[config.mk]
export PLATFORM = sky130hd
export DESIGN_NAME = stpf_top
export DESIGN_NICKNAME = d
export VERILOG_FILES = /design/src/hw/stpf_pkg.sv /design/src/hw/stpf_port_if.sv /design/src/hw/stpf_flush.sv /design/src/hw/stpf_port.sv /design/src/hw/stpf_top.sv
export SDC_FILE = /design/constraint.sdc
export NUM_CORES = 1
export LEC_CHECK = 0
export BUFFER_PORTS_ARGS = -buffer_cell sky130_fd_sc_hd__buf_2
export CAP_MARGIN = 20
export CELL_PAD_IN_SITES_DETAIL_PLACEMENT = 0
export CELL_PAD_IN_SITES_GLOBAL_PLACEMENT = 2
export CORE_MARGIN = 4
export CORE_UTILIZATION = 33
export DETAILED_ROUTE_END_ITERATION = 10
export PLACE_DENSITY = 0.85
export SYNTH_ARGS = -nofsm -noshare
export SYNTH_HDL_FRONTEND = slang
export SYNTH_SLANG_ARGS = --single-unit
[constraint.sdc]
create_clock -name pclk -period 2.8 [get_ports pclk]
set_input_delay 0.42 -clock pclk [delete_from_list [all_inputs] [get_ports pclk]]
set_output_delay 0.42 -clock pclk [all_outputs]
set_load 0.01 [all_outputs]
[src/hw/stpf_pkg.sv]
// Package with register map, reset values and state types of the spanning tree port filter
package stpf_pkg;

  // ****************************************
  // Sizes
  // ****************************************
  localparam int STPF_NPORTS = 6;
  localparam int STPF_ADDR_W = 8;

  // ****************************************
  // Register offsets (byte addresses)
  // ****************************************
  localparam logic [7:0] STPF_OFF_GLOBAL = 8'h00;
  localparam logic [7:0] STPF_OFF_TAIL = 8'h04;
  localparam logic [7:0] STPF_OFF_FLUSH = 8'h08;
  localparam logic [7:0] STPF_OFF_STATE = 8'h0C;
  localparam logic [7:0] STPF_OFF_PORT0 = 8'h10;

  // ****************************************
  // Field positions of a port control register
  // ****************************************
  localparam int STPF_BIT_TXEN = 0;
  localparam int STPF_BIT_RXEN = 1;
  localparam int STPF_BIT_LDIS = 2;
  localparam int STPF_SUB_LSB = 3;
  localparam int STPF_STATE_W = 3;

  // ****************************************
  // Reset values
  // ****************************************
  localparam logic [4:0] STPF_PORT_CTRL_RST = 5'h03;
  localparam logic STPF_RSTP_RST = 1'b0;
  localparam logic [31:0] STPF_TAIL_RST = 32'h00000000;

  // ****************************************
  // Sub-state codes for the shared 0/0/1 bit setting
  // ****************************************
  localparam logic [1:0] STPF_SUB_DISABLE = 2'h0;
  localparam logic [1:0] STPF_SUB_BLOCKING = 2'h1;
  localparam logic [1:0] STPF_SUB_LISTENING = 2'h2;

  // Port states seen by the forwarding decision
  typedef enum logic [2:0] {
    STPF_ST_DISABLE,
    STPF_ST_BLOCKING,
    STPF_ST_LISTENING,
    STPF_ST_LEARNING,
    STPF_ST_FORWARDING,
    STPF_ST_DISCARDING
  } stpf_state_t;

  // Flush sequencer states
  typedef enum logic [1:0] {
    STPF_FL_IDLE,
    STPF_FL_LUT,
    STPF_FL_STATIC
  } stpf_flush_t;

endpackage : stpf_pkg

[src/hw/stpf_port_if.sv]
// Interface between the top and one per-port state module
`timescale 1ns/100ps
`default_nettype none
interface stpf_port_if;
  import stpf_pkg::*;
  logic tx_en;
  logic rx_en;
  logic learn_dis;
  logic [1:0] sub;
  logic rstp;
  logic busy;
  logic is_host;
  stpf_state_t state;
  logic rx_user;
  logic rx_to_host;
  logic tx_user;
  logic tx_from_host;
  logic learn;
  modport ctl (output tx_en, rx_en, learn_dis, sub, rstp, busy, is_host,
    input state, rx_user, rx_to_host, tx_user, tx_from_host, learn);
  modport port (input tx_en, rx_en, learn_dis, sub, rstp, busy, is_host,
    output state, rx_user, rx_to_host, tx_user, tx_from_host, learn);
endinterface : stpf_port_if
`default_nettype wire

[src/hw/stpf_flush.sv]
// Flush sequencer for the address lookup table and the static table
`timescale 1ns/100ps
`default_nettype none
module stpf_flush
  import stpf_pkg::*;
#(
  parameter int NPORTS = STPF_NPORTS
) (
  // Clock and reset
  input wire logic pclk,
  input wire logic presetn,
  // Start and status
  input wire logic start,
  input wire logic [NPORTS-1:0] start_mask,
  output logic busy,
  // Table handshakes
  output logic [NPORTS-1:0] flush_mask,
  output logic lut_flush_req,
  input wire logic lut_flush_ack,
  output logic static_flush_req,
  input wire logic static_flush_ack
);

  stpf_flush_t fl_reg;
  stpf_flush_t fl_next;

  // Walk both tables in turn
  assign fl_next = (fl_reg == STPF_FL_IDLE && start) ? STPF_FL_LUT :
    (fl_reg == STPF_FL_LUT && lut_flush_ack) ? STPF_FL_STATIC :
    (fl_reg == STPF_FL_STATIC && static_flush_ack) ? STPF_FL_IDLE : fl_reg;

  // Sequencer and mask registers
  always_ff @(posedge pclk or negedge presetn) begin
    if (!presetn) begin
      fl_reg <= STPF_FL_IDLE;
      flush_mask <= '0;
    end else begin
      fl_reg <= fl_next;
      if (fl_reg == STPF_FL_IDLE && start) begin
        flush_mask <= start_mask;
      end
    end
  end

  assign busy = (fl_reg != STPF_FL_IDLE);
  assign lut_flush_req = (fl_reg == STPF_FL_LUT);
  assign static_flush_req = (fl_reg == STPF_FL_STATIC);

  // ****************************************
  // Assertions
  // ****************************************
  property p_flush_seq;
    @(posedge pclk) disable iff (!presetn)
    (!busy && start) |=> lut_flush_req && (flush_mask == $past(start_mask));
  endproperty
  a_flush_seq: assert property (p_flush_seq) else $error("Flush did not start");

  c_flush_done: cover property (@(posedge pclk) disable iff (!presetn)
    static_flush_req && static_flush_ack);

endmodule : stpf_flush
`default_nettype wire

[src/hw/stpf_port.sv]
// Per-port spanning tree state register and permits
`timescale 1ns/100ps
`default_nettype none
module stpf_port
  import stpf_pkg::*;
(
  // Clock and reset
  input wire logic pclk,
  input wire logic presetn,
  // Control and permits
  stpf_port_if.port pif
);

  // ****************************************
  // State decode
  // ****************************************
  stpf_state_t req_state;
  stpf_state_t state_reg;
  wire bits_off = !pif.tx_en && !pif.rx_en;
  wire bits_discard = bits_off && pif.learn_dis;
  wire bits_learning = bits_off && !pif.learn_dis;
  wire bits_forward = pif.tx_en && pif.rx_en && !pif.learn_dis;
  wire stpf_state_t sub_state = (pif.sub == STPF_SUB_BLOCKING) ? STPF_ST_BLOCKING :
    (pif.sub == STPF_SUB_LISTENING) ? STPF_ST_LISTENING : STPF_ST_DISABLE;

  // Bits to state, odd settings fall back to disable
  assign req_state = bits_forward ? STPF_ST_FORWARDING :
    bits_learning ? STPF_ST_LEARNING :
    (bits_discard && pif.rstp) ? STPF_ST_DISCARDING :
    bits_discard ? sub_state : STPF_ST_DISABLE;

  // New state only between frames
  always_ff @(posedge pclk or negedge presetn) begin
    if (!presetn) begin
      state_reg <= STPF_ST_FORWARDING;
    end else if (!pif.busy) begin
      state_reg <= req_state;
    end
  end

  // ****************************************
  // Permits, host port always open
  // ****************************************
  wire fwd = (state_reg == STPF_ST_FORWARDING);
  wire host_path = (state_reg == STPF_ST_LISTENING) || (state_reg == STPF_ST_LEARNING);
  assign pif.state = state_reg;
  assign pif.rx_user = pif.is_host || fwd;
  assign pif.rx_to_host = pif.is_host || fwd || host_path ||
    (state_reg == STPF_ST_BLOCKING);
  assign pif.tx_user = pif.is_host || fwd;
  assign pif.tx_from_host = pif.is_host || fwd || host_path;
  assign pif.learn = !pif.is_host &&
    (fwd || (state_reg == STPF_ST_LEARNING));

  // ****************************************
  // Assertions
  // ****************************************
  property p_hold_busy;
    @(posedge pclk) disable iff (!presetn)
    pif.busy |=> (state_reg == $past(state_reg));
  endproperty
  a_hold_busy: assert property (p_hold_busy) else $error("State changed in a frame");

  property p_fwd_bits;
    @(posedge pclk) disable iff (!presetn)
    (!pif.busy && pif.tx_en && pif.rx_en && !pif.learn_dis) |=>
      (state_reg == STPF_ST_FORWARDING) && pif.learn == !pif.is_host;
  endproperty
  a_fwd_bits: assert property (p_fwd_bits) else $error("Forwarding decode wrong");

  property p_rstp_learn;
    @(posedge pclk) disable iff (!presetn)
    (!pif.busy && pif.rstp && !pif.tx_en && !pif.rx_en && !pif.learn_dis) |=>
      (state_reg == STPF_ST_LEARNING);
  endproperty
  a_rstp_learn: assert property (p_rstp_learn) else $error("Rapid learning decode wrong");

endmodule : stpf_port
`default_nettype wire

[src/hw/stpf_top.sv]
// Spanning tree port state filter with APB registers
// Function
// - The lowest-numbered tail-tagged port is the host port; others follow state control.
// - Transmit, receive and learning-disable bits per port select the port state.
// - Disable (0/0/1): no ordinary frames in or out, no learning.
// - Blocking (0/0/1): only frames to the host leave this port, no learning.
// - Listening (0/0/1): host traffic passes both ways, no learning.
// - Learning (0/0/0): only host traffic passes, source addresses learned.
// - Forwarding (1/1/0): all frames pass both ways, addresses learned.
// - Frames hitting an overriding static entry always reach the host.
// - Rapid mode: discarding (0/0/1) forwards no user traffic, no learning.
// - Ports with learning disabled can have their table entries flushed quickly.
// - Rapid learning and forwarding match the classic states.
//
// The APB slave port and the address map were decided locally.
`timescale 1ns/100ps
`default_nettype none
module stpf_top
  import stpf_pkg::*;
#(
  parameter int NPORTS = STPF_NPORTS,
  parameter int ADDR_W = STPF_ADDR_W
) (
  // Clock and reset
  input wire logic pclk,
  input wire logic presetn,
  // APB slave
  input wire logic psel,
  input wire logic penable,
  input wire logic pwrite,
  input wire logic [ADDR_W-1:0] paddr,
  input wire logic [31:0] pwdata,
  output logic [31:0] prdata,
  output logic pready,
  output logic pslverr,
  // Frame activity per port
  input wire logic [NPORTS-1:0] port_busy,
  // Forwarding request
  input wire logic req_valid,
  input wire logic [$clog2(NPORTS)-1:0] req_src,
  input wire logic [NPORTS-1:0] req_dst,
  input wire logic req_override,
  // Forwarding answer
  output logic fwd_valid,
  output logic [NPORTS-1:0] fwd_mask,
  output logic fwd_learn,
  // Table flush handshakes
  output logic [NPORTS-1:0] flush_mask,
  output logic lut_flush_req,
  input wire logic lut_flush_ack,
  output logic static_flush_req,
  input wire logic static_flush_ack
);

  localparam int SW = $clog2(NPORTS);

  // ****************************************
  // Registers
  // ****************************************
  logic [4:0] port_ctrl_reg [NPORTS];
  logic rstp_reg;
  logic [NPORTS-1:0] tail_reg;
  logic [31:0] prdata_reg;
  logic fwd_valid_reg;
  logic [NPORTS-1:0] fwd_mask_reg;
  logic fwd_learn_reg;

  // ****************************************
  // APB decode
  // ****************************************
  wire [5:0] word_idx = paddr[7:2];
  wire [5:0] port_idx = word_idx - 6'h04;
  wire sel_global = (paddr[7:0] == STPF_OFF_GLOBAL);
  wire sel_tail = (paddr[7:0] == STPF_OFF_TAIL);
  wire sel_flush = (paddr[7:0] == STPF_OFF_FLUSH);
  wire sel_state = (paddr[7:0] == STPF_OFF_STATE);
  wire sel_port = (paddr[7:0] >= STPF_OFF_PORT0) && (paddr[1:0] == 2'h0) &&
    (int'(port_idx) < NPORTS);
  wire sel_high = (ADDR_W > 8) && (paddr >> 8) != '0;
  wire mapped = !sel_high &&
    (sel_global || sel_tail || sel_flush || sel_state || sel_port);
  wire setup = psel && !penable;
  wire access = psel && penable;
  wire wr = access && pwrite && mapped;

  // Zero wait states, unmapped access gets an error
  assign pready = 1'b1;
  assign pslverr = access && !mapped;

  // ****************************************
  // Host port and per-port modules
  // ****************************************
  wire [NPORTS-1:0] host_mask = tail_reg & (~tail_reg + {{(NPORTS-1){1'b0}}, 1'b1});
  wire [NPORTS-1:0] ldis_v;
  wire [NPORTS-1:0] rx_user_v;
  wire [NPORTS-1:0] rx_to_host_v;
  wire [NPORTS-1:0] tx_user_v;
  wire [NPORTS-1:0] tx_from_host_v;
  wire [NPORTS-1:0] learn_v;
  wire [NPORTS*STPF_STATE_W-1:0] state_v;

  stpf_port_if pif [NPORTS] ();

  genvar g;
  generate
    for (g = 0; g < NPORTS; g++) begin : g_port
      // Port control register write
      always_ff @(posedge pclk or negedge presetn) begin
        if (!presetn) begin
          port_ctrl_reg[g] <= STPF_PORT_CTRL_RST;
        end else if (wr && sel_port && port_idx[SW-1:0] == SW'(g)) begin
          port_ctrl_reg[g] <= pwdata[4:0];
        end
      end

      // Feed the port module, collect its permits
      assign pif[g].tx_en = port_ctrl_reg[g][STPF_BIT_TXEN];
      assign pif[g].rx_en = port_ctrl_reg[g][STPF_BIT_RXEN];
      assign pif[g].learn_dis = port_ctrl_reg[g][STPF_BIT_LDIS];
      assign pif[g].sub = port_ctrl_reg[g][STPF_SUB_LSB+:2];
      assign pif[g].rstp = rstp_reg;
      assign pif[g].busy = port_busy[g];
      assign pif[g].is_host = host_mask[g];
      assign ldis_v[g] = port_ctrl_reg[g][STPF_BIT_LDIS];
      assign rx_user_v[g] = pif[g].rx_user;
      assign rx_to_host_v[g] = pif[g].rx_to_host;
      assign tx_user_v[g] = pif[g].tx_user;
      assign tx_from_host_v[g] = pif[g].tx_from_host;
      assign learn_v[g] = pif[g].learn;
      assign state_v[g*STPF_STATE_W+:STPF_STATE_W] = pif[g].state;

      stpf_port u_port (
        .pclk(pclk),
        .presetn(presetn),
        .pif(pif[g])
      );
    end
  endgenerate

  // ****************************************
  // Global and tail tag registers
  // ****************************************
  always_ff @(posedge pclk or negedge presetn) begin
    if (!presetn) begin
      rstp_reg <= STPF_RSTP_RST;
      tail_reg <= STPF_TAIL_RST[NPORTS-1:0];
    end else begin
      if (wr && sel_global) rstp_reg <= pwdata[0];
      if (wr && sel_tail) tail_reg <= pwdata[NPORTS-1:0];
    end
  end

  // ****************************************
  // Flush sequencer
  // ****************************************
  logic flush_busy;
  wire flush_start = wr && sel_flush && !flush_busy;
  wire [NPORTS-1:0] flush_req_mask = pwdata[NPORTS-1:0] & ldis_v;

  stpf_flush #(
    .NPORTS(NPORTS)
  ) u_flush (
    .pclk(pclk),
    .presetn(presetn),
    .start(flush_start),
    .start_mask(flush_req_mask),
    .busy(flush_busy),
    .flush_mask(flush_mask),
    .lut_flush_req(lut_flush_req),
    .lut_flush_ack(lut_flush_ack),
    .static_flush_req(static_flush_req),
    .static_flush_ack(static_flush_ack)
  );

  // ****************************************
  // Read data, captured in the setup cycle
  // ****************************************
  wire [31:0] rd_port = sel_port ? {27'h0, port_ctrl_reg[port_idx[SW-1:0]]} : 32'h0;
  wire [31:0] rd_word = sel_high ? 32'h0 :
    sel_global ? {31'h0, rstp_reg} :
    sel_tail ? 32'(tail_reg) :
    sel_flush ? {31'h0, flush_busy} :
    sel_state ? 32'(state_v) : rd_port;

  always_ff @(posedge pclk or negedge presetn) begin
    if (!presetn) begin
      prdata_reg <= 32'h0;
    end else if (setup && !pwrite) begin
      prdata_reg <= rd_word;
    end
  end
  assign prdata = prdata_reg;

  // ****************************************
  // Forwarding decision
  // ****************************************
  wire [NPORTS-1:0] src_bit = {{(NPORTS-1){1'b0}}, 1'b1} << req_src;
  wire src_host = |(host_mask & src_bit);
  wire src_rx_user = |(rx_user_v & src_bit);
  wire src_rx_host = |(rx_to_host_v & src_bit);
  wire src_learn = |(learn_v & src_bit);
  wire [NPORTS-1:0] dst_ok_user = src_rx_user ? tx_user_v : '0;
  wire [NPORTS-1:0] dst_ok_host = src_host ? tx_from_host_v : '0;
  wire [NPORTS-1:0] to_host_ok = (src_rx_user || src_rx_host) ? host_mask : '0;
  wire [NPORTS-1:0] allowed = (dst_ok_user | dst_ok_host | to_host_ok) & ~src_bit;
  wire [NPORTS-1:0] override_host = (req_override && !src_host) ? host_mask : '0;
  wire [NPORTS-1:0] fwd_next = (req_dst & allowed) | override_host;
  wire learn_next = req_valid && !src_host && src_learn;

  // Registered answer, one cycle after the request
  always_ff @(posedge pclk or negedge presetn) begin
    if (!presetn) begin
      fwd_valid_reg <= 1'b0;
      fwd_mask_reg <= '0;
      fwd_learn_reg <= 1'b0;
    end else begin
      fwd_valid_reg <= req_valid;
      fwd_mask_reg <= req_valid ? fwd_next : '0;
      fwd_learn_reg <= learn_next;
    end
  end
  assign fwd_valid = fwd_valid_reg;
  assign fwd_mask = fwd_mask_reg;
  assign fwd_learn = fwd_learn_reg;

  // ****************************************
  // Assertions
  // ****************************************
  wire stpf_state_t src_state = stpf_state_t'(state_v[req_src*STPF_STATE_W+:STPF_STATE_W]);
  wire plain_req = req_valid && !src_host && !req_override;

  property p_disable;
    @(posedge pclk) disable iff (!presetn)
    (plain_req && src_state == STPF_ST_DISABLE) |=> fwd_mask == '0 && !fwd_learn;
  endproperty
  a_disable: assert property (p_disable) else $error("Disabled port passed a frame");

  property p_blocking;
    @(posedge pclk) disable iff (!presetn)
    (plain_req && src_state == STPF_ST_BLOCKING) |=>
      (fwd_mask & ~$past(host_mask)) == '0 && !fwd_learn;
  endproperty
  a_blocking: assert property (p_blocking) else $error("Blocking port passed user traffic");

  property p_listening;
    @(posedge pclk) disable iff (!presetn)
    (plain_req && src_state == STPF_ST_LISTENING && |(req_dst & host_mask)) |=>
      |(fwd_mask & $past(host_mask)) && !fwd_learn;
  endproperty
  a_listening: assert property (p_listening) else $error("Listening port misbehaved");

  property p_learning;
    @(posedge pclk) disable iff (!presetn)
    (plain_req && src_state == STPF_ST_LEARNING) |=>
      fwd_learn && (fwd_mask & ~$past(host_mask)) == '0;
  endproperty
  a_learning: assert property (p_learning) else $error("Learning port misbehaved");

  property p_forwarding;
    @(posedge pclk) disable iff (!presetn)
    (plain_req && src_state == STPF_ST_FORWARDING) |=>
      fwd_learn && fwd_mask == $past(req_dst & allowed);
  endproperty
  a_forwarding: assert property (p_forwarding) else $error("Forwarding port misbehaved");

  property p_override;
    @(posedge pclk) disable iff (!presetn)
    (req_valid && req_override && !src_host) |=>
      (fwd_mask & $past(host_mask)) == $past(host_mask);
  endproperty
  a_override: assert property (p_override) else $error("Override frame not at host");

  property p_discarding;
    @(posedge pclk) disable iff (!presetn)
    (plain_req && src_state == STPF_ST_DISCARDING) |=> fwd_mask == '0 && !fwd_learn;
  endproperty
  a_discarding: assert property (p_discarding) else $error("Discarding port passed a frame");

  property p_host_unique;
    @(posedge pclk) disable iff (!presetn)
    (|tail_reg) |-> $onehot(host_mask) && ((host_mask & tail_reg) == host_mask) &&
      (((host_mask - 1'b1) & tail_reg) == '0);
  endproperty
  a_host_unique: assert property (p_host_unique) else $error("Host port not unique");

  property p_flush_only_ldis;
    @(posedge pclk) disable iff (!presetn)
    flush_start |=> (flush_mask & ~$past(ldis_v)) == '0 ##1 flush_busy;
  endproperty
  a_flush_only_ldis: assert property (p_flush_only_ldis) else $error("Flushed a learning port");

  c_override: cover property (@(posedge pclk) disable iff (!presetn)
    req_valid && req_override && src_state == STPF_ST_DISABLE);
  c_blocking: cover property (@(posedge pclk) disable iff (!presetn)
    req_valid && src_state == STPF_ST_BLOCKING);
  c_learn: cover property (@(posedge pclk) disable iff (!presetn) fwd_learn);
  c_apb_err: cover property (@(posedge pclk) disable iff (!presetn) pslverr);

endmodule : stpf_top
`default_nettype wire

==> results_dict.tcl, run 1 <==
set metrics [dict create \
    status "completed" \
    htree_levels 3 \
    num_vias 3940 \
    slew_viol_final 0 \
    slowest_stage "or3_1" \
    synth-compound-area-share_pct 18.7 \
    hold_class "in2async" \
    crit_family "simple AND/OR/NAND/NOR gates" \
    grt_use_met3_pct 3.49 \
    syn_area_per_cell_um2 10.1 \
    cts_hold_buf 0 \
    ys.flop_type "dfrtp_1" \
    cts_buffer_depth 2 \
    grtUsageMet1_pct 22.7 \
    ant_nets 0 \
    nFillCells 1394 \
    cp_cell_sequence "buf_2 -> inv_1 -> ha_1 -> or3_1 -> a21oi_1 -> a211o_1 -> and4b_1 -> buf_2" \
    ys_warn_count 0 \
    synth.distinct_cells 57 \
    pre_cts_ws_ns 0.112 \
    swShare_pct 23.8 \
    r2r_start "tail_reg[1]$_DFFE_PN0P_" \
    synth_cells 477 \
    grt_overflow_total 0 \
    rows 43 \
    clk_pin_slew_ns 0.06 \
    totalWireLength_mm 13.4 \
    end_kind "primary output" \
    internal_power_uw 2250 \
    dp_hpwl_mm 10.1 \
    fin_crit_ns 2.51 \
    synth-xor-area-share_pct 0 \
    clock_skew_ns 0.00691 \
    grt_max_degree 90 \
    worst_r2r_path_depth 6 \
    async_flop_share_pct 100 \
    cts_root_buffer "clkbuf_16" \
    slew_headroom_pct 50.0 \
    wl_per_cell_um 18.2 \
    synth.most_common_cell "dfrtp_1" \
    antennaDiodeCount 0 \
    slowest_delay_ns 0.38 \
    worstPathArrival_ns 2.09 \
    grt_pass1_wl_mm 21.8 \
    powerDensity_nw_per_um2 518 \
    firstDrtPassIters 5 \
    initial_core_util_pct 34.1 \
    chipWidth_um 129 \
    synth_mux_area_share_pct 12.0 \
    comb_power_share_pct 8.7 \
    criticalPathCategory "in2out" \
    cts_resized 0 \
    layout_setup_ws_ns 0.294 \
    vias_per_cell 5.35 \
    core_um2 14100 \
    synth_top_family_by_area "compound AO/OA/AOI/OAI gates" \
    r2r_end "fwd_mask[0]$_DFF_PN0_" \
    die_area_um2 16600 \
    synth_area_um2 4810 \
    fin_nets 617 \
    drtIter0Drc 272 \
    synthAdderAreaFrac_pct 0.520 \
    power_frac_clock_pct 45.3 \
    p_leak_uw 0.00258 \
    crit_fanout 8 \
    grt_pass1_vias 3977 \
    peakVddDrop_mv 0.330 \
    cts_setup_buffers 0 \
    synth_edf_count 0 \
    fmax_mhz 399 \
    setup-violations-final 0 \
    synth.area.top_cells "dfrtp_1 37%, dfstp_2 9.8%, mux2_2 9.1%, nand2_1 4.1%, o21ai_0 3.8%" \
    gp_congestion 0.845 \
    place_inst 720 \
    finalHoldViolCount 0 \
    cp_common_cell "buf_2" \
    fp.dieH_um 129 \
    synth-seq-cells 89 \
    critPathRequiredTime_ns 2.38 \
    switchingPower_uw 704 \
    synth_top_area_share_pct 36.9 \
    setup_tns_ns 0 \
    synthSimpleGateAreaFrac_pct 16.1 \
    synth_top_area_cell "dfrtp_1" \
    tritoncts "done" \
    tightest_slew_ns 0.744 \
    drive_gt1_share_pct 30.9 \
    synth_seq_area_share_pct 46.7 \
    grt_setup_unrepaired "no" \
    io_pins 114 \
    clk_latency_ns 0.34 \
    area_growth_pct 18.4 \
    fin_crit_sh_pct 89.5 \
    layoutNonFillerInstCount 736 \
    startpoint_type "primary input" \
    globalRouteMet2Util_pct 26.7 \
    cts_made_buffers 9 \
    busiest_layer "met2" \
    drc_errors 0 \
    antenna_found_initial 0 \
    critPathBufInv 3 \
    port_buffers 72 \
    p_seq_share_pct 46.0 \
    clock_sinks 89 \
    drv_cap 0 \
    reg2reg_slack_ns 0.53 \
    synthTopCellsByCount "71 x dfrtp_1, 53 x nand2_1, 39 x mux2_2" \
    grt_use_total_pct 16.8 \
]
==> cells by family (layout without fill, tap and decap cells) <==
family                   after synthesis  count (layout)
AND/OR/NAND/NOR                      150             150
AO/OA/AOI/OAI                        129             129
flip-flops                            89              89
buffers and inverters                 57             123
multiplexers                          48              48
adder cells (fa/ha/maj)                2               2
other                                  2              15
==> metal layers <==
metal / up-vias / part of all wire [%]
li1: 1885 / -
met1: 1918 / 46
met2: 116 / 46
met3: 21 / 5.6
met4: 0 / 1.9
met5: - / 0
==> layout by cell type (no fill, tap or decap), types with 3 or more instances in the layout <==
cell        n
nor2b_1    10
nand2b_1    5
buf_2      72
clkbuf_16   9
mux4_2      4
a22o_1     17
nor4_1      4
o31ai_1     6
nor4b_1     3
a22oi_1     4
o21ai_0    37
nand3b_1    6
a31oi_1     8
nand3_1    17
o2bb2ai_1   3
nand2_1    53
nor2_1     26
o41ai_1     5
buf_4      10
or3_1       3
dfrtp_1    71
inv_1      24
and3_1      4
dfstp_2    18
o311ai_0    3
a211oi_1    7
nor3b_1     4
o221a_2     5
mux2i_1     5
a21oi_1    11
o22ai_1     7
mux2_2     39
nor3_1      5
conb_1     15
==> final cells by class <==
class	count	area, µm²	area share [%]
Multi-Input combinational cell	344	2340	41.0
Sequential cell	89	2250	39.5
Timing Repair Buffer	83	455	7.99
Clock buffer	11	253	4.44
Tap cell	180	225	3.95
Inverter	24	90.1	1.58
Clock inverter	5	86.3	1.52
==> power by group through the flow <==
stage	sequential (µW)	clock [µW]	combinational, µW
floorplan	1370	0	152
global placement	1380	0	255
detailed placement	1380	0	261
CTS	1360	1390	262
global route	1360	1430	292
finish	1360	1340	258
==> worst max path at each step <==
| stage | startpoint | to | slack [ns] | cells past startpoint |
|---|---|---|---|---|
| 2_1_floorplan | paddr[4] | ldis_v[5]$_DFFE_PN0P_ | 0.33 | 8 |
| 3_3_place_gp | req_src[0] | fwd_mask[3]$_DFF_PN0_ | 0.09 | 7 |
| 3_5_place_dp | paddr[4] | pif[1].sub[0]$_DFFE_PN0P_ | 0.11 | 8 |
| 4_1_cts | paddr[4] | pslverr | 0.28 | 8 |
| 5_1_grt | paddr[4] | pslverr | 0.18 | 8 |
| 6_report | paddr[4] | pslverr | 0.29 | 8 |
==> per-stage QoR <==
step	utilization, %	hold slack, ns	cell area [µm²]	power (µW)
2_1_floorplan	-	0.124	4860	1520
3_3_place_gp	38.0	0.484	5350	1630
3_5_place_dp	38.0	0.490	5360	1640
4_1_cts	40.4	0.123	5700	3010
5_1_grt	40.4	0.152	5700	3090
6_report	40.4	0.0783	5700	2950
Note: power is estimated with default switching activity, not from simulation.
==> run 2, diff against run 1 <==
- CORE_UTILIZATION: 33 -> 35
- PLACE_DENSITY: 0.85 -> 0.87
- SETUP_SLACK_MARGIN: not set -> 0.5
- SYNTH_HIERARCHICAL: not set -> 1
==> run 2 against run 1 <==
Net effect:
- non-clock buffer count up 5
- die area increased by 2.3%
- clock power decreased by 13%
==> results_dict.tcl, run 2 <==
set metrics [dict create \
    status "completed" \
    dp_hpwl_mm 10.3 \
    fmax_mhz 458 \
    grt_pass1_wl_mm 22.1 \
    io_pins 114 \
    port_buffers 72 \
    cp_common_cell "buf_2" \
    critPathRequiredTime_ns 2.38 \
    nFillCells 1394 \
    grt_overflow_total 0 \
    synth.most_common_cell "dfrtp_1" \
    r2r_end "fwd_mask[4]$_DFF_PN0_" \
    cts_hold_buf 0 \
    gp_congestion 0.864 \
    synth_area_um2 5230 \
    grt_use_total_pct 16.7 \
    synth-seq-cells 89 \
    r2r_start "tail_reg[3]$_DFFE_PN0P_" \
    clock_skew_ns 0.00540 \
    critPathBufInv 4 \
    ys.flop_type "dfrtp_1" \
    firstDrtPassIters 5 \
    peakVddDrop_mv 0.325 \
    htree_levels 3 \
    slowest_delay_ns 0.23 \
    p_leak_uw 0.00293 \
    fin_crit_sh_pct 78.0 \
    cp_cell_sequence "buf_2 -> inv_1 -> ha_1 -> or2_1 -> o31ai_1 -> o2111a_1 -> buf_6 -> nor3_1 -> buf_2" \
    slew_viol_final 0 \
    place_inst 733 \
    drtIter0Drc 315 \
    crit_family "buffers and inverters" \
    synth.distinct_cells 55 \
    grt_pass1_vias 4024 \
    drive_gt1_share_pct 29.1 \
    clk_latency_ns 0.33 \
    drv_cap 0 \
    layoutNonFillerInstCount 754 \
    ys_warn_count 6 \
    ant_nets 0 \
    cts_made_buffers 9 \
    fin_crit_ns 2.18 \
    setup_tns_ns 0 \
    fp.dieH_um 130 \
    final_common_cell "buf_2" \
    totalWireLength_mm 14.0 \
    synth_seq_area_share_pct 43.0 \
    criticalPathCategory "in2out" \
    crit_fanout 4 \
    cts_buffer_depth 2 \
    mostFrequentLayoutCells "71 x buf_2, 69 x dfrtp_1, 30 x nor2_1, 30 x mux2_1, 26 x nand2_1" \
    pre_cts_ws_ns 0.469 \
    fin_nets 631 \
    end_kind "primary output" \
    clock_sinks 89 \
    chipWidth_um 130 \
    core_um2 14600 \
    rows 44 \
    drc_errors 0 \
    synth_edf_count 0 \
    antennaDiodeCount 0 \
    async_flop_share_pct 100 \
    synth_top_area_cell "dfrtp_1" \
    finalHoldViolCount 0 \
    powerDensity_nw_per_um2 465 \
    setup-violations-final 0 \
    tritoncts "done" \
    startpoint_type "primary input" \
    worstPathArrival_ns 1.76 \
    synthTopCellsByCount "71 x dfrtp_1, 30 x mux2_1, 30 x nor2_1" \
    slew_headroom_pct 45.0 \
    antenna_found_initial 0 \
    die_area_um2 17000 \
    slowest_stage "ha_1" \
    initial_core_util_pct 35.8 \
    grt_max_degree 53 \
    syn_area_per_cell_um2 10.6 \
    worst_r2r_path_depth 9 \
    num_vias 4131 \
    cts_root_buffer "clkbuf_16" \
    synth.area.top_cells "dfrtp_1 34%, dfstp_2 9.0%, mux2_1 6.5%, a22o_1 4.0%, mux2_2 3.7%" \
    area_growth_pct 16.2 \
    wl_per_cell_um 18.6 \
    vias_per_cell 5.48 \
    tightest_slew_ns 0.823 \
    hold_class "in2async" \
    clk_pin_slew_ns 0.06 \
    layout_setup_ws_ns 0.617 \
    grt_setup_unrepaired "yes" \
    synth_cells 494 \
    reg2reg_slack_ns 0.63 \
    synth_top_area_share_pct 34.0 \
]
[run 2: changes by cell type in the layout (fill, tap and decap cells not counted), moves of 11 or more]
cell and change:
mux2_1 +30, o21ai_0 -29, nand2_1 -27, mux2_2 -22
a21o_1 +12, a211o_1 +11, and2_1 +11
[run 2: repair_timing]
item / CTS / global route
resized for setup: 2 / 10
pin swaps: 0 / 3
buffers inserted: 0 / 5
setup endpoints to repair: 4 / 7
[run 2: area by class of cell]
type                            count  area (µm²)  share of cell area, %
Clock inverter                      5        37.5                  0.617
Multi-Input combinational cell    352        2710                   44.6
Inverter                           25        93.8                   1.54
Sequential cell                    89        2250                   37.0
Clock buffer                       11         253                   4.16
Timing Repair Buffer               88         499                   8.21
Tap cell                          184         230                   3.79
[run 2: metrics by stage]
step	cell area, µm²	total power (µW)	hold WS, ns	utilization [%]
2_1_floorplan	5280	1550	0.124	-
3_3_place_gp	5700	1660	0.482	39.0
3_5_place_dp	5700	1670	0.487	39.0
4_1_cts	6000	2840	0.167	41.1
5_1_grt	6080	2930	0.193	41.7
6_report	6080	2830	0.148	41.7
[run 2: how the worst max path moves through the flow]
stage / startpoint / to / slack (ns) / depth (start not counted)
6_report: paddr[4] / pslverr / 0.62 / 9
5_1_grt: tail_reg[3]$_DFFE_PN0P_ / fwd_mask[4]$_DFF_PN0_ / 0.49 / 9
4_1_cts: paddr[4] / pslverr / 0.51 / 9
3_5_place_dp: paddr[4] / pif[4].sub[1]$_DFFE_PN0P_ / 0.47 / 9
3_3_place_gp: paddr[4] / pslverr / 0.51 / 9
2_1_floorplan: tail_reg[0]$_DFFE_PN0P_ / fwd_mask[0]$_DFF_PN0_ / 0.73 / 8
[run 2: layer usage]
layer | wire length, µm | up-vias | global-route usage [%]
li1 | - | 1939 | -
met1 | 6530 | 2062 | 23.2
met2 | 6680 | 119 | 27.3
met3 | 711 | 11 | 3.03
met4 | 129 | 0 | 3.24
met5 | 0 | - | 0
[run 2: power by group]
group | switching, µW | internal, µW | total (µW) | leakage (µW)
Clock | 520 | 654 | 1170 | 0.000138
Combinational | 182 | 112 | 295 | 0.00166
Sequential | 39.1 | 1320 | 1360 | 0.00113
Total | 742 | 2080 | 2830 | 0.00293
[run 2: kinds of logic (layout without fill, tap and decap cells)]
| family | Yosys count | in the layout | share of synthesized area (%) |
|---|---|---|---|
| muxes | 60 | 60 | 13.8 |
| and+or+nand+nor | 148 | 148 | 16.4 |
| adders and majority gates | 2 | 2 | 0.478 |
| buffers and inverters | 66 | 129 | 6.99 |
| other | 2 | 15 | 0.144 |
| AOI/OAI and AO/OA | 121 | 121 | 18.2 |
| xor gates and xnor gates | 6 | 6 | 1.00 |
| DFF | 89 | 89 | 43.0 |
[run 2: worst register-to-register path, stage by stage, from the launching register on]
cell     delay [ns]
dfrtp_1        0.46
nor4_4         0.32
and2_1         0.28
a21o_1         0.15
mux2i_1        0.09
nand2_1        0.10
a31oi_2        0.09
buf_4          0.18
o32ai_1        0.27
a211o_1        0.15
==> run 3, diff against run 2 <==
- clock period: 2.8 -> 2.27 ns (I/O delays scaled with it)
==> run 3 against run 2 <==
Net effect:
- first-iteration DRC count fell by 29%
- flip-flop and latch count did not move
- power rose by 28%
- critical path depth did not move
- register-to-register slack got worse by 0.47 ns
- clock skew rose by 0.0044 ns
- worst setup slack got worse by 0.46 ns
- combinational power rose by 49%
- highest routed layer unchanged
==> results_dict.tcl, run 3 (synthesized netlist as in run 2, its figures left out) <==
set metrics [dict create \
    status "completed" \
    drv_cap 0 \
    rows 44 \
    antenna_found_initial 0 \
    fin_crit_ns 2.11 \
    placed_area_um2 5890 \
    slew_viol_final 0 \
    mostFrequentLayoutCells "69 x buf_2, 66 x dfrtp_1, 36 x mux2_4, 34 x buf_4, 29 x nor2_1" \
    ant_nets 0 \
    htree_levels 3 \
    setup-violations-final 0 \
    fin_crit_sh_pct 93.0 \
    layout_setup_ws_ns 0.158 \
    drive_gt1_share_pct 40.2 \
    drtIter0Drc 225 \
    startpoint_type "register" \
    tightest_slew_ns 0.796 \
    clk_latency_ns 0.35 \
    grt_pass1_wl_mm 23.9 \
    num_vias 4306 \
    drc_errors 0 \
    die_area_um2 17000 \
    pre_cts_ws_ns -0.0109 \
    grt_pass1_vias 4319 \
    criticalPathCategory "reg2reg" \
    cts_root_buffer "clkbuf_16" \
    critPathRequiredTime_ns 2.55 \
    cts_made_buffers 9 \
    port_buffers 72 \
    grt_setup_unrepaired "yes" \
    peakVddDrop_mv 0.533 \
    cts_buffer_depth 2 \
    p_leak_uw 0.00320 \
    dp_hpwl_mm 10.7 \
    gp_congestion 0.879 \
    totalWireLength_mm 14.8 \
    clk_pin_slew_ns 0.06 \
    grt_use_total_pct 18.2 \
    initial_core_util_pct 35.8 \
    clock_sinks 89 \
    worstPathArrival_ns 2.39 \
    finalHoldViolCount 0 \
    fp.dieH_um 130 \
    fin_nets 658 \
    io_pins 114 \
    crit_fanout 7 \
    tritoncts "done" \
    end_kind "register" \
    fmax_mhz 473 \
    vias_per_cell 5.51 \
    final_area_um2 6700 \
    wl_per_cell_um 19.0 \
    grt_max_degree 65 \
    clock_skew_ns 0.00983 \
    grt_overflow_total 0 \
    hold_class "in2reg" \
    antennaDiodeCount 0 \
    slew_headroom_pct 46.9 \
    power_uw 3630 \
    final_common_cell "buf_2" \
    core_um2 14600 \
    area_growth_pct 28.1 \
    firstDrtPassIters 5 \
    powerDensity_nw_per_um2 541 \
    chipWidth_um 130 \
]
## run 3: repair_timing
item | CTS | global route
setup buffers | 14 | 5
cloned | 0 | 0
hold buffers | 1 | 0
endpoints found under the setup margin | 44 | 53
pin swaps | 17 | 14
hold endpoints to repair | 20 | 0
gates resized for setup | 55 | 25
## run 3: worst paths after layout
path                       depth (start not counted)                                         to  slack, ns                    start
max                                                9                      fwd_mask[4]$_DFF_PN0_       0.16  tail_reg[2]$_DFFE_PN0P_
min                                                2              u_flush/fl_reg[1]$_DFFE_PN0P_       0.16         static_flush_ack
max reg2reg                                        9                      fwd_mask[4]$_DFF_PN0_       0.16  tail_reg[2]$_DFFE_PN0P_
min reg2reg                                        1                     prdata[10]$_DFFE_PN0P_       0.50   prdata[10]$_DFFE_PN0P_
max in group asynchronous                          3  g_port[5].u_port/pif.state[2]$_DFFE_PN1N_       1.13                  presetn
min in group asynchronous                          2                      prdata[5]$_DFFE_PN0P_       0.44                  presetn
## run 3: per-layer routing
| metal | wire (µm) | share of wire [%] | vias up | GRT usage (%) |
|---|---|---|---|---|
| met5 | 0 | 0 | - | 0 |
| met4 | 333 | 2.2 | 0 | 6.66 |
| met3 | 837 | 5.6 | 23 | 4.18 |
| met2 | 7120 | 48 | 129 | 28.7 |
| met1 | 6530 | 44 | 2149 | 24.6 |
| li1 | - | - | 2005 | - |
## run 3: critical path: stages (launching register included)
cell and delay [ns]:
dfrtp_2 0.44, buf_6 0.13, nor4b_4 0.35, a21o_1 0.16
mux2i_1 0.09, a211oi_2 0.30, a31oi_4 0.06, buf_12 0.17
o32ai_2 0.19, a211o_1 0.14
## run 3: area by class of cell
class / count / area (µm²)
timing repair buffer: 115 / 787
tap: 184 / 230
clock inverter: 4 / 51.3
clock buffer: 12 / 246
sequential: 89 / 2260
fill: 1338 / 7890
multi-input combinational: 352 / 3020
inverter: 25 / 114
## run 3: stage by stage
step | util (%) | hold WS, ns | cells | TNS [ns]
after global routing | 45.9 | 0.160 | 781 | 0
after global placement | 40.4 | 0.278 | 745 | 0
final | 45.9 | 0.163 | 781 | 0
after floorplan | - | 0.0449 | 507 | 0
after detailed placement | 40.4 | 0.279 | 745 | -0.0109
after CTS | 44.8 | 0.149 | 776 | 0
## run 3: report_power, final
part           switching (µW)  internal (µW)
registers                48.6           1630
clock network             628            886
logic                     254            185
